File: src/bpc_pkg.sv
package bpc_pkg;
  // apb register byte offsets
  localparam logic [11:0] BPC_OFF_CTRL0 = 12'h500;
  localparam logic [11:0] BPC_OFF_CTRL1 = 12'h504;
  localparam logic [11:0] BPC_OFF_PAT_LO = 12'h508;
  localparam logic [11:0] BPC_OFF_PAT_HI = 12'h50C;
  localparam logic [11:0] BPC_OFF_BC0 = 12'h510;
  localparam logic [11:0] BPC_OFF_BC1 = 12'h514;
  localparam logic [11:0] BPC_OFF_EC0 = 12'h518;
  localparam logic [11:0] BPC_OFF_EC1 = 12'h51C;

  // tester_control_zero field positions
  localparam int BPC_C0_RESYNC = 0;
  localparam int BPC_C0_LATCH = 1;
  localparam int BPC_C0_PS_LSB = 2;
  localparam int BPC_C0_RXINV = 5;
  localparam int BPC_C0_TXINV = 6;
  localparam int BPC_C0_RPL_LSB = 8;
  localparam int BPC_C0_IE_OF = 13;
  localparam int BPC_C0_IE_BED = 14;
  localparam int BPC_C0_IE_SYNC = 15;
  // control one field positions
  localparam int BPC_C1_TXLOAD = 0;
  localparam int BPC_C1_ALT_LSB = 8;
  // error_count_low_and_flags status positions
  localparam int BPC_ST_SYNC = 0;
  localparam int BPC_ST_ERR_OVF = 1;
  localparam int BPC_ST_BIT_OVF = 2;
  localparam int BPC_ST_BIT_ERR = 3;
  localparam int BPC_ST_SYNC_CHG = 4;

  // reset values
  localparam logic [15:0] BPC_CTRL_RST = 16'h0000;
  localparam logic [31:0] BPC_PAT_RST = 32'h00000000;
  localparam logic [31:0] BPC_LFSR_SEED = 32'hFFFFFFFF;

  // pattern select codes
  localparam logic [2:0] BPC_PS_PRBS7 = 3'h0;
  localparam logic [2:0] BPC_PS_PRBS11 = 3'h1;
  localparam logic [2:0] BPC_PS_PRBS15 = 3'h2;
  localparam logic [2:0] BPC_PS_QRSS = 3'h3;
  localparam logic [2:0] BPC_PS_REP = 3'h4;
  localparam logic [2:0] BPC_PS_ALT = 3'h5;

  // repeat length minus one, the wrap point, is code plus this offset
  localparam logic [4:0] BPC_REP_LEN_M1_BASE = 5'h10;
  // checker lock and loss thresholds, in bits
  localparam logic [5:0] BPC_LOCK_GOOD = 6'h20;
  localparam logic [5:0] BPC_LOSS_WIN = 6'h3F;
  localparam logic [3:0] BPC_LOSS_ERRS = 4'h6;

  // pattern configuration shared by generator and checker reference
  typedef struct packed {
    logic [2:0] mode;
    logic [3:0] len_code;
    logic [31:0] pattern;
    logic [7:0] alt_cnt;
  } bpc_pat_cfg_t;
endpackage : bpc_pkg

File: src/bpc_edge_detect.sv
`timescale 1ns/1ns
module bpc_edge_detect #(
  parameter int N = 3
) (
  // clock and reset
  input wire logic sys_clk,
  input wire logic rst_n,
  // strobe levels in, rise pulses out
  input wire logic [N-1:0] level,
  output logic [N-1:0] rise
);
  import bpc_pkg::*;

  // one delay flop per strobe
  generate
    for (genvar i = 0; i < N; i++) begin : g_edge
      logic prev_reg; // last sampled level
      always_ff @(posedge sys_clk or negedge rst_n) begin
        if (!rst_n) begin
          prev_reg <= 1'b0;
        end else begin
          prev_reg <= level[i];
        end
      end
      // only a zero-to-one change fires; a held one stays quiet
      assign rise[i] = level[i] & ~prev_reg;
    end
  endgenerate
endmodule : bpc_edge_detect

File: src/bpc_pattern_src.sv
`timescale 1ns/1ns
module bpc_pattern_src (
  // clock and reset
  input wire logic sys_clk,
  input wire logic rst_n,
  // sequencing
  input wire logic step,
  input wire logic load,
  // self-sync feed for pseudorandom modes
  input wire logic seed_en,
  input wire logic seed_bit,
  // configuration
  input wire bpc_pkg::bpc_pat_cfg_t cfg,
  // bit that goes out at the next step
  output logic bit_out
);
  import bpc_pkg::*;

  // feedback of the selected pseudorandom polynomial
  function automatic logic prbs_fb(input logic [2:0] m,
                                   input logic [31:0] s);
    case (m)
      BPC_PS_PRBS7: prbs_fb = s[6] ^ s[5];
      BPC_PS_PRBS11: prbs_fb = s[10] ^ s[8];
      BPC_PS_PRBS15: prbs_fb = s[14] ^ s[13];
      default: prbs_fb = s[19] ^ s[16];
    endcase
  endfunction : prbs_fb

  logic [31:0] sh_reg; // lfsr history
  logic [4:0] pos_reg; // bit index in word
  logic [7:0] rep_reg; // alternating word repeats
  logic word_sel_reg; // which alternating word

  wire is_prbs = cfg.mode < BPC_PS_REP;
  wire is_rep = cfg.mode == BPC_PS_REP;
  wire fb = prbs_fb(cfg.mode, sh_reg);
  // qrss: a long zero run is broken by a forced one
  wire qrss_force = (cfg.mode == BPC_PS_QRSS) &&
                    (sh_reg[13:0] == 14'h0000);
  wire [4:0] len_m1 = BPC_REP_LEN_M1_BASE + {1'b0, cfg.len_code};
  wire pos_wrap = is_rep ? (pos_reg == len_m1)
                         : (pos_reg[3:0] == 4'hF);
  wire alt_done = rep_reg == (cfg.alt_cnt - 8'h01);
  wire [4:0] alt_idx = {word_sel_reg, pos_reg[3:0]};
  wire rep_bit = cfg.pattern[pos_reg];
  wire alt_bit = cfg.pattern[alt_idx];
  wire [31:0] sh_next = {sh_reg[30:0], seed_en ? seed_bit : fb};

  // output select by mode; illegal codes fall to the alternating path
  assign bit_out = is_prbs ? (fb | qrss_force) :
                   is_rep ? rep_bit : alt_bit;

  // state advance on each bit step
  always_ff @(posedge sys_clk or negedge rst_n) begin
    if (!rst_n) begin
      sh_reg <= BPC_LFSR_SEED;
      pos_reg <= 5'h00;
      rep_reg <= 8'h00;
      word_sel_reg <= 1'b0;
    end else if (load) begin
      // restart from a non-zero seed so the lfsr cannot stall
      sh_reg <= BPC_LFSR_SEED;
      pos_reg <= 5'h00;
      rep_reg <= 8'h00;
      word_sel_reg <= 1'b0;
    end else if (step) begin
      sh_reg <= sh_next;
      pos_reg <= pos_wrap ? 5'h00 : pos_reg + 5'h01;
      if (pos_wrap && !is_rep) begin
        rep_reg <= alt_done ? 8'h00 : rep_reg + 8'h01;
        word_sel_reg <= word_sel_reg ^ alt_done;
      end
    end
  end
endmodule : bpc_pattern_src

File: src/bpc_top.sv
`timescale 1ns/1ns
module bpc_top (
  // clock and reset
  input wire logic sys_clk,
  input wire logic rst_n,
  // apb slave
  input wire logic psel,
  input wire logic penable,
  input wire logic pwrite,
  input wire logic [11:0] paddr,
  input wire logic [31:0] pwdata,
  output logic [31:0] prdata,
  output logic pready,
  output logic pslverr,
  // transmit stream
  input wire logic tx_bit_en,
  output logic tx_data,
  // receive stream
  input wire logic rx_bit_en,
  input wire logic rx_data,
  // status out
  output logic rx_locked,
  output logic irq
);
  import bpc_pkg::*;

  typedef enum logic {SYNC_SEARCH, SYNC_LOCKED} bpc_sync_t;

  // software registers
  logic [15:0] ctrl0_reg; // tester_control_zero
  logic [15:0] ctrl1_reg; // tx load strobe, alt count
  logic [31:0] pat_reg; // repeat or alternating pattern
  logic [31:0] bc_snap_reg; // bit_count_snapshot
  logic [23:0] ec_snap_reg; // error_count_snapshot
  // bus answer flops
  logic [31:0] prdata_reg;
  logic pready_reg;
  logic pslverr_reg;
  // checker state
  bpc_sync_t sync_reg, sync_next;
  logic [5:0] good_reg; // consecutive matches while searching
  logic [5:0] win_reg; // loss window position
  logic [3:0] bad_reg; // errors in current window
  logic [31:0] bit_cnt_reg; // running bit count
  logic [23:0] err_cnt_reg; // running error count
  // sticky status
  logic bit_ovf_reg, err_ovf_reg, bit_err_reg, sync_chg_reg;
  logic tx_data_reg;
  logic irq_reg;

  // control field breakout
  wire [2:0] ps_sel = ctrl0_reg[BPC_C0_PS_LSB +: 3];
  wire rx_inv = ctrl0_reg[BPC_C0_RXINV];
  wire tx_inv = ctrl0_reg[BPC_C0_TXINV];
  wire [3:0] rpl_code = ctrl0_reg[BPC_C0_RPL_LSB +: 4];
  wire ie_of = ctrl0_reg[BPC_C0_IE_OF];
  wire ie_bed = ctrl0_reg[BPC_C0_IE_BED];
  wire ie_sync = ctrl0_reg[BPC_C0_IE_SYNC];
  wire [7:0] alt_cnt = ctrl1_reg[BPC_C1_ALT_LSB +: 8];

  // apb phase decode
  wire acc = psel & penable & ~pready_reg; // access before answer
  wire done = psel & penable & pready_reg; // completing edge
  wire wr_done = done & pwrite;
  wire hit_c0 = paddr == BPC_OFF_CTRL0;
  wire hit_c1 = paddr == BPC_OFF_CTRL1;
  wire hit_plo = paddr == BPC_OFF_PAT_LO;
  wire hit_phi = paddr == BPC_OFF_PAT_HI;
  wire hit_bc0 = paddr == BPC_OFF_BC0;
  wire hit_bc1 = paddr == BPC_OFF_BC1;
  wire hit_ec0 = paddr == BPC_OFF_EC0;
  wire hit_ec1 = paddr == BPC_OFF_EC1;
  wire mapped = hit_c0 | hit_c1 | hit_plo | hit_phi |
                hit_bc0 | hit_bc1 | hit_ec0 | hit_ec1;
  // reading the flag word clears the sticky bits; the clear lands on
  // the edge that captures the word, so an event set on that edge
  // survives for the next read instead of being lost unseen
  wire st_clr = acc & ~pwrite & hit_ec0;

  // flag word: error count low byte over status bits
  wire [7:0] st_byte = {3'h0, sync_chg_reg, bit_err_reg, bit_ovf_reg,
                        err_ovf_reg, sync_reg == SYNC_LOCKED};
  wire [15:0] ec0_word = {ec_snap_reg[7:0], st_byte};
  wire [31:0] rd_word =
      hit_c0 ? {16'h0000, ctrl0_reg} :
      hit_c1 ? {16'h0000, ctrl1_reg} :
      hit_plo ? {16'h0000, pat_reg[15:0]} :
      hit_phi ? {16'h0000, pat_reg[31:16]} :
      hit_bc0 ? {16'h0000, bc_snap_reg[15:0]} :
      hit_bc1 ? {16'h0000, bc_snap_reg[31:16]} :
      hit_ec0 ? {16'h0000, ec0_word} :
      hit_ec1 ? {16'h0000, ec_snap_reg[23:8]} : 32'h00000000;

  // apb answer: one wait state, error on unmapped address
  always_ff @(posedge sys_clk or negedge rst_n) begin
    if (!rst_n) begin
      pready_reg <= 1'b0;
      pslverr_reg <= 1'b0;
      prdata_reg <= 32'h00000000;
    end else begin
      pready_reg <= acc;
      pslverr_reg <= acc & ~mapped;
      if (acc) begin
        prdata_reg <= pwrite ? 32'h00000000 : rd_word;
      end
    end
  end

  // writable registers; snapshot words are read only
  always_ff @(posedge sys_clk or negedge rst_n) begin
    if (!rst_n) begin
      ctrl0_reg <= BPC_CTRL_RST;
      ctrl1_reg <= BPC_CTRL_RST;
      pat_reg <= BPC_PAT_RST;
    end else if (wr_done) begin
      if (hit_c0) ctrl0_reg <= {pwdata[15:13], 1'b0, pwdata[11:8],
                               1'b0, pwdata[6:0]};
      if (hit_c1) ctrl1_reg <= {pwdata[15:8], 7'h00, pwdata[0]};
      if (hit_plo) pat_reg[15:0] <= pwdata[15:0];
      if (hit_phi) pat_reg[31:16] <= pwdata[15:0];
    end
  end

  // strobe edges: resync, latch, tx load; the edge comes from the
  // registered bit, so a held one never acts twice
  logic [2:0] strobe_rise;
  bpc_edge_detect #(.N(3)) u_edges (
    .sys_clk(sys_clk),
    .rst_n(rst_n),
    .level({ctrl1_reg[BPC_C1_TXLOAD], ctrl0_reg[BPC_C0_LATCH],
            ctrl0_reg[BPC_C0_RESYNC]}),
    .rise(strobe_rise)
  );
  wire resync_rise = strobe_rise[0];
  wire latch_rise = strobe_rise[1];
  wire txload_rise = strobe_rise[2];

  // same configuration feeds both ends
  bpc_pat_cfg_t cfg;
  assign cfg = '{mode: ps_sel, len_code: rpl_code, pattern: pat_reg,
                 alt_cnt: alt_cnt};

  // generator
  logic gen_bit;
  bpc_pattern_src u_gen (
    .sys_clk(sys_clk),
    .rst_n(rst_n),
    .step(tx_bit_en),
    .load(txload_rise),
    .seed_en(1'b0),
    .seed_bit(1'b0),
    .cfg(cfg),
    .bit_out(gen_bit)
  );

  // transmit bit register, inverted on request
  always_ff @(posedge sys_clk or negedge rst_n) begin
    if (!rst_n) begin
      tx_data_reg <= 1'b0;
    end else if (tx_bit_en) begin
      tx_data_reg <= gen_bit ^ tx_inv;
    end
  end

  // checker reference and compare
  wire rx_bit = rx_data ^ rx_inv;
  wire is_prbs = ps_sel < BPC_PS_REP;
  wire locked = sync_reg == SYNC_LOCKED;
  logic ref_bit;
  wire match = rx_bit == ref_bit;
  // pseudorandom search loads received bits into the lfsr;
  // pattern modes slip one bit on each miss while searching
  wire ref_step = rx_bit_en & (locked | is_prbs | match);
  bpc_pattern_src u_ref (
    .sys_clk(sys_clk),
    .rst_n(rst_n),
    .step(ref_step),
    .load(resync_rise),
    .seed_en(is_prbs & ~locked),
    .seed_bit(rx_bit),
    .cfg(cfg),
    .bit_out(ref_bit)
  );

  // only a locked checker counts, so search noise never reaches the
  // host counters
  wire bit_seen = rx_bit_en & locked;
  wire err_seen = bit_seen & ~match;
  wire win_end = win_reg == BPC_LOSS_WIN;
  wire loss = err_seen & (bad_reg == BPC_LOSS_ERRS - 4'h1);
  wire gain = rx_bit_en & ~locked & match &
              (good_reg == BPC_LOCK_GOOD - 6'h01);

  // lock state choice
  always_comb begin
    sync_next = sync_reg;
    case (sync_reg)
      SYNC_SEARCH: if (gain) sync_next = SYNC_LOCKED;
      SYNC_LOCKED: if (loss) sync_next = SYNC_SEARCH;
      default: sync_next = SYNC_SEARCH;
    endcase
    if (resync_rise) sync_next = SYNC_SEARCH;
  end
  wire sync_flip = sync_next != sync_reg;

  // lock tracking counters
  always_ff @(posedge sys_clk or negedge rst_n) begin
    if (!rst_n) begin
      sync_reg <= SYNC_SEARCH;
      good_reg <= 6'h00;
      win_reg <= 6'h00;
      bad_reg <= 4'h0;
    end else begin
      sync_reg <= sync_next;
      if (resync_rise || sync_flip) begin
        good_reg <= 6'h00;
        win_reg <= 6'h00;
        bad_reg <= 4'h0;
      end else if (rx_bit_en && !locked) begin
        good_reg <= match ? good_reg + 6'h01 : 6'h00;
      end else if (bit_seen) begin
        win_reg <= win_reg + 6'h01;
        bad_reg <= win_end ? 4'h0 : bad_reg + {3'h0, err_seen};
      end
    end
  end

  // running counts; a latch restarts them with this cycle's bit
  wire [31:0] bit_inc = {31'h00000000, bit_seen};
  wire [23:0] err_inc = {23'h000000, err_seen};
  wire bit_wrap = bit_seen & (&bit_cnt_reg);
  wire err_wrap = err_seen & (&err_cnt_reg);
  always_ff @(posedge sys_clk or negedge rst_n) begin
    if (!rst_n) begin
      bit_cnt_reg <= 32'h00000000;
      err_cnt_reg <= 24'h000000;
      bc_snap_reg <= 32'h00000000;
      ec_snap_reg <= 24'h000000;
    end else if (latch_rise) begin
      bc_snap_reg <= bit_cnt_reg;
      ec_snap_reg <= err_cnt_reg;
      bit_cnt_reg <= bit_inc;
      err_cnt_reg <= err_inc;
    end else begin
      bit_cnt_reg <= bit_cnt_reg + bit_inc;
      err_cnt_reg <= err_cnt_reg + err_inc;
    end
  end

  // sticky events; a new event beats a read clear
  always_ff @(posedge sys_clk or negedge rst_n) begin
    if (!rst_n) begin
      bit_ovf_reg <= 1'b0;
      err_ovf_reg <= 1'b0;
      bit_err_reg <= 1'b0;
      sync_chg_reg <= 1'b0;
    end else begin
      bit_ovf_reg <= bit_wrap | (bit_ovf_reg & ~st_clr);
      err_ovf_reg <= err_wrap | (err_ovf_reg & ~st_clr);
      bit_err_reg <= err_seen | (bit_err_reg & ~st_clr);
      sync_chg_reg <= sync_flip | (sync_chg_reg & ~st_clr);
    end
  end

  // interrupt request, each source behind its enable
  // registered, so it follows its flag by one cycle
  always_ff @(posedge sys_clk or negedge rst_n) begin
    if (!rst_n) begin
      irq_reg <= 1'b0;
    end else begin
      irq_reg <= (ie_of & (bit_ovf_reg | err_ovf_reg)) |
                 (ie_bed & bit_err_reg) |
                 (ie_sync & sync_chg_reg);
    end
  end

  // outputs straight from flops
  assign prdata = prdata_reg;
  assign pready = pready_reg;
  assign pslverr = pslverr_reg;
  assign tx_data = tx_data_reg;
  assign rx_locked = sync_reg == SYNC_LOCKED;
  assign irq = irq_reg;
endmodule : bpc_top

File: config.mk
export PLATFORM = sky130hd
export DESIGN_NAME = bpc_top
export DESIGN_NICKNAME = d
export VERILOG_FILES = /design/src/bpc_pkg.sv /design/src/bpc_edge_detect.sv /design/src/bpc_pattern_src.sv /design/src/bpc_top.sv
export SDC_FILE = /design/constraint.sdc
export NUM_CORES = 1
export LEC_CHECK = 0
export BUFFER_PORTS_ARGS = -buffer_cell sky130_fd_sc_hd__buf_2
export CAP_MARGIN = 40
export CORE_MARGIN = 1.5
export CORE_UTILIZATION = 35
export CTS_CLUSTER_SIZE = 25
export DETAILED_ROUTE_END_ITERATION = 16
export GPL_TIMING_DRIVEN = 0
export SYNTH_ARGS = -nofsm -noshare
export SYNTH_HDL_FRONTEND = slang
export SYNTH_SLANG_ARGS = --single-unit
File: constraint.sdc
create_clock -name sys_clk -period 10.3 [get_ports sys_clk]
set_input_delay 2.575 -clock sys_clk [delete_from_list [all_inputs] [get_ports sys_clk]]
set_output_delay 2.575 -clock sys_clk [all_outputs]
set_load 0.005 [all_outputs]
==> impl_metrics.yaml <==
clock_tree:
  cts_hold_buf: 0
  clkTransAtPathRegs_ps: 60
  ctsRootBufferMaster: "clkbuf_16"
  cts_resized: 0
  cts_tree: "done"
  cts_buffers: 30
  clk_latency_ps: 570
  cts.sinks: 279
  clockBufferDepth: 3
  h-tree-depth: 1
  post_cts.repair.setup_buffers: 0
synthesis:
  yosys.cell_types.count: 71
  dominantRegCellSynth: "dfrtp_1"
  seq_area_frac_synth_pct: 49.4
  synth_top_cell_area_share_pct: 42.0
  syn_avg_cell_area_sq_um: 10.1
  synth-seq-cells: 279
  synth-async-reset-ratio_pct: 100
  synth_commonest_cells: "nand2_1, dfrtp_1, nor2_1"
  synth_edf_count: 0
  yosysTopAreaCell: "dfrtp_1"
  synth_warnings: 0
  synth_area_leaders: "dfrtp_1, nand2_1, dfstp_2"
  synth_area_sq_um: 14200
  yosysMostFrequentCell: "nand2_1"
  syn_inst: 1409
place:
  gp_congestion: 0.857
  place_hpwl_um: 27500
  io_buffers: 54
global_routing:
  overflow: 0
  grt_usage_pct: 18.3
  grt_pass1_vias: 10599
  grt_pass1_wl_um: 60200
  grt_max_degree: 103
  grt_antenna_before_repair: 4
floorplanning:
  die_x_um: 205
  start_util_pct: 35.7
  io_pins: 89
  core_area_sq_um: 39900
  die_area_sq_um: 41900
  chipHeight_um: 205
  rows: 73
worst_setup_path:
  cp_data_required_time_ps: 10750
  startpoint_type: "input port"
  critPathCaptureType: "register"
  cp.arrival_ps: 5630
  path_class: "in2reg"
  path_max_fanout: 10
flow_run:
  cap_violations: 0
timing:
  slew_headroom_pct: 45.4
  slew_violations: 0
  period_minus_slack_ps: 5180
  worst_pin_slew_ps: 813
  hold_violations: 0
  fmax_ghz: 0.193
  timing.hold.ws_ps: 463
  setup_viol: 0
  post-route-period-util_pct: 50.3
  setup_tns_ps: 0
  skew_ps: 14.0
  rsz0062_at_grt: "false"
run_status:
  status: "finished clean"
route:
  drtPass1Iterations: 5
  vias: 10810
  drc: 0
  drtIter0Drc: 752
  vias_per_cell: 5.24
  routedWlPerCell_um: 18.1
  ant_nets: 0
  drt_wl_total_um: 37400
final_layout:
  final_nets: 1577
  syn_to_final_growth_pct: 14.7
  drive_above_1_share_pct: 18.8
pwr:
  power_density_nw_per_um2: 169
  p_leak_nw: 7.71
  ir_drop_v: 0.000111
min_path:
  hold_class: "reg2reg"
per-layer routing:
metal	vias to the layer above	GRT usage (%)	wire (um)	part of all wire [%]
li1	5086	-	-	-
met1	5448	25.0	16800	45
met2	213	29.8	17900	48
met3	59	3.07	1660	4.4
met4	4	5.15	986	2.6
met5	-	0	22	0.059
layout by cell type (no fill, tap or decap), types with 10 or more instances in the layout:
cell and n:
nand2_1 306, dfrtp_1 239, nor2_1 91, nand3_1 66, mux2_2 65, buf_2 60
xor2_1 59, clkbuf_1 54, o21ai_0 45, mux2i_1 45, dfstp_2 40, xnor2_1 36
a21oi_1 33, clkbuf_16 31, mux4_2 26, nor3_1 20, a22o_1 20, buf_4 18
inv_1 16, nand2b_1 16, nor4_1 16, and3_1 16, conb_1 16, nor2b_1 15
or3_1 15, nand4_1 13, ha_1 12, clkinv_2 10
final timing paths:
check	slack, ps	start	end	cells past startpoint
worst max-delay path	5120	paddr[1]	pat_reg[6]	8
worst min-delay path	460	ctrl0_reg[0]	u_edges.g_edge[0].prev_reg	0
worst max register to register	5610	ctrl0_reg[2]	err_cnt_reg[22]	14
worst min register to register	460	ctrl0_reg[0]	u_edges.g_edge[0].prev_reg	0
max in group asynchronous	6960	rst_n	ec_snap_reg[21]	3
min in group asynchronous	1990	rst_n	u_gen.rep_reg[5]	1
where the power goes:
part | internal, mW | switching, mW
sequential | 1.21 | 0.0715
clock | 0.665 | 0.460
combinational | 0.156 | 0.202
worst max-delay path: stages:
cell and delay [ps]:
buf_2 90, or4b_2 660, nor4_1 480, nand2_1 320, or2_2 410, nor2_2 360
buf_2 360, mux2_2 370
metrics by stage:
stage	utilization, %	total power [mW]	std cells	instance area, sq um	setup slack (ps)
4_1_cts	40.9	2.79	2062	16300	5110
2_1_floorplan	-	1.54	1424	14300	5280
3_3_place_gp	38.2	1.65	2003	15200	1370
5_1_grt	40.9	2.89	2063	16300	4820
6_report	40.9	2.77	2064	16300	5120
3_5_place_dp	38.3	1.66	2006	15300	4520
cell families (layout without fill, tap and decap cells):
family | count (synthesis) | after routing | synth area share [%]
adder cells (fa/ha/maj) | 12 | 12 | 1.05
flip-flops | 279 | 279 | 49.4
other | 1 | 18 | 0.0263
AND/OR/NAND/NOR | 623 | 623 | 20.3
AO/OA/AOI/OAI | 156 | 156 | 7.21
buffers and inverters | 104 | 217 | 3.38
XOR/XNOR | 96 | 96 | 5.96
multiplexers | 138 | 138 | 12.8
layout make-up:
| cell class | instances | area, sq um |
|---|---|---|
| timing repair buffer | 57 | 347 |
| antenna | 2 | 5.00 |
| inverter | 16 | 60.1 |
| multi-input combinational | 1041 | 6790 |
| clock inverter | 17 | 166 |
| clock buffer | 39 | 866 |
| sequential | 279 | 7030 |
| tap | 525 | 657 |
| fill | 3876 | 23600 |
| buffer | 88 | 422 |
Note: power is estimated with default switching activity, not from simulation.
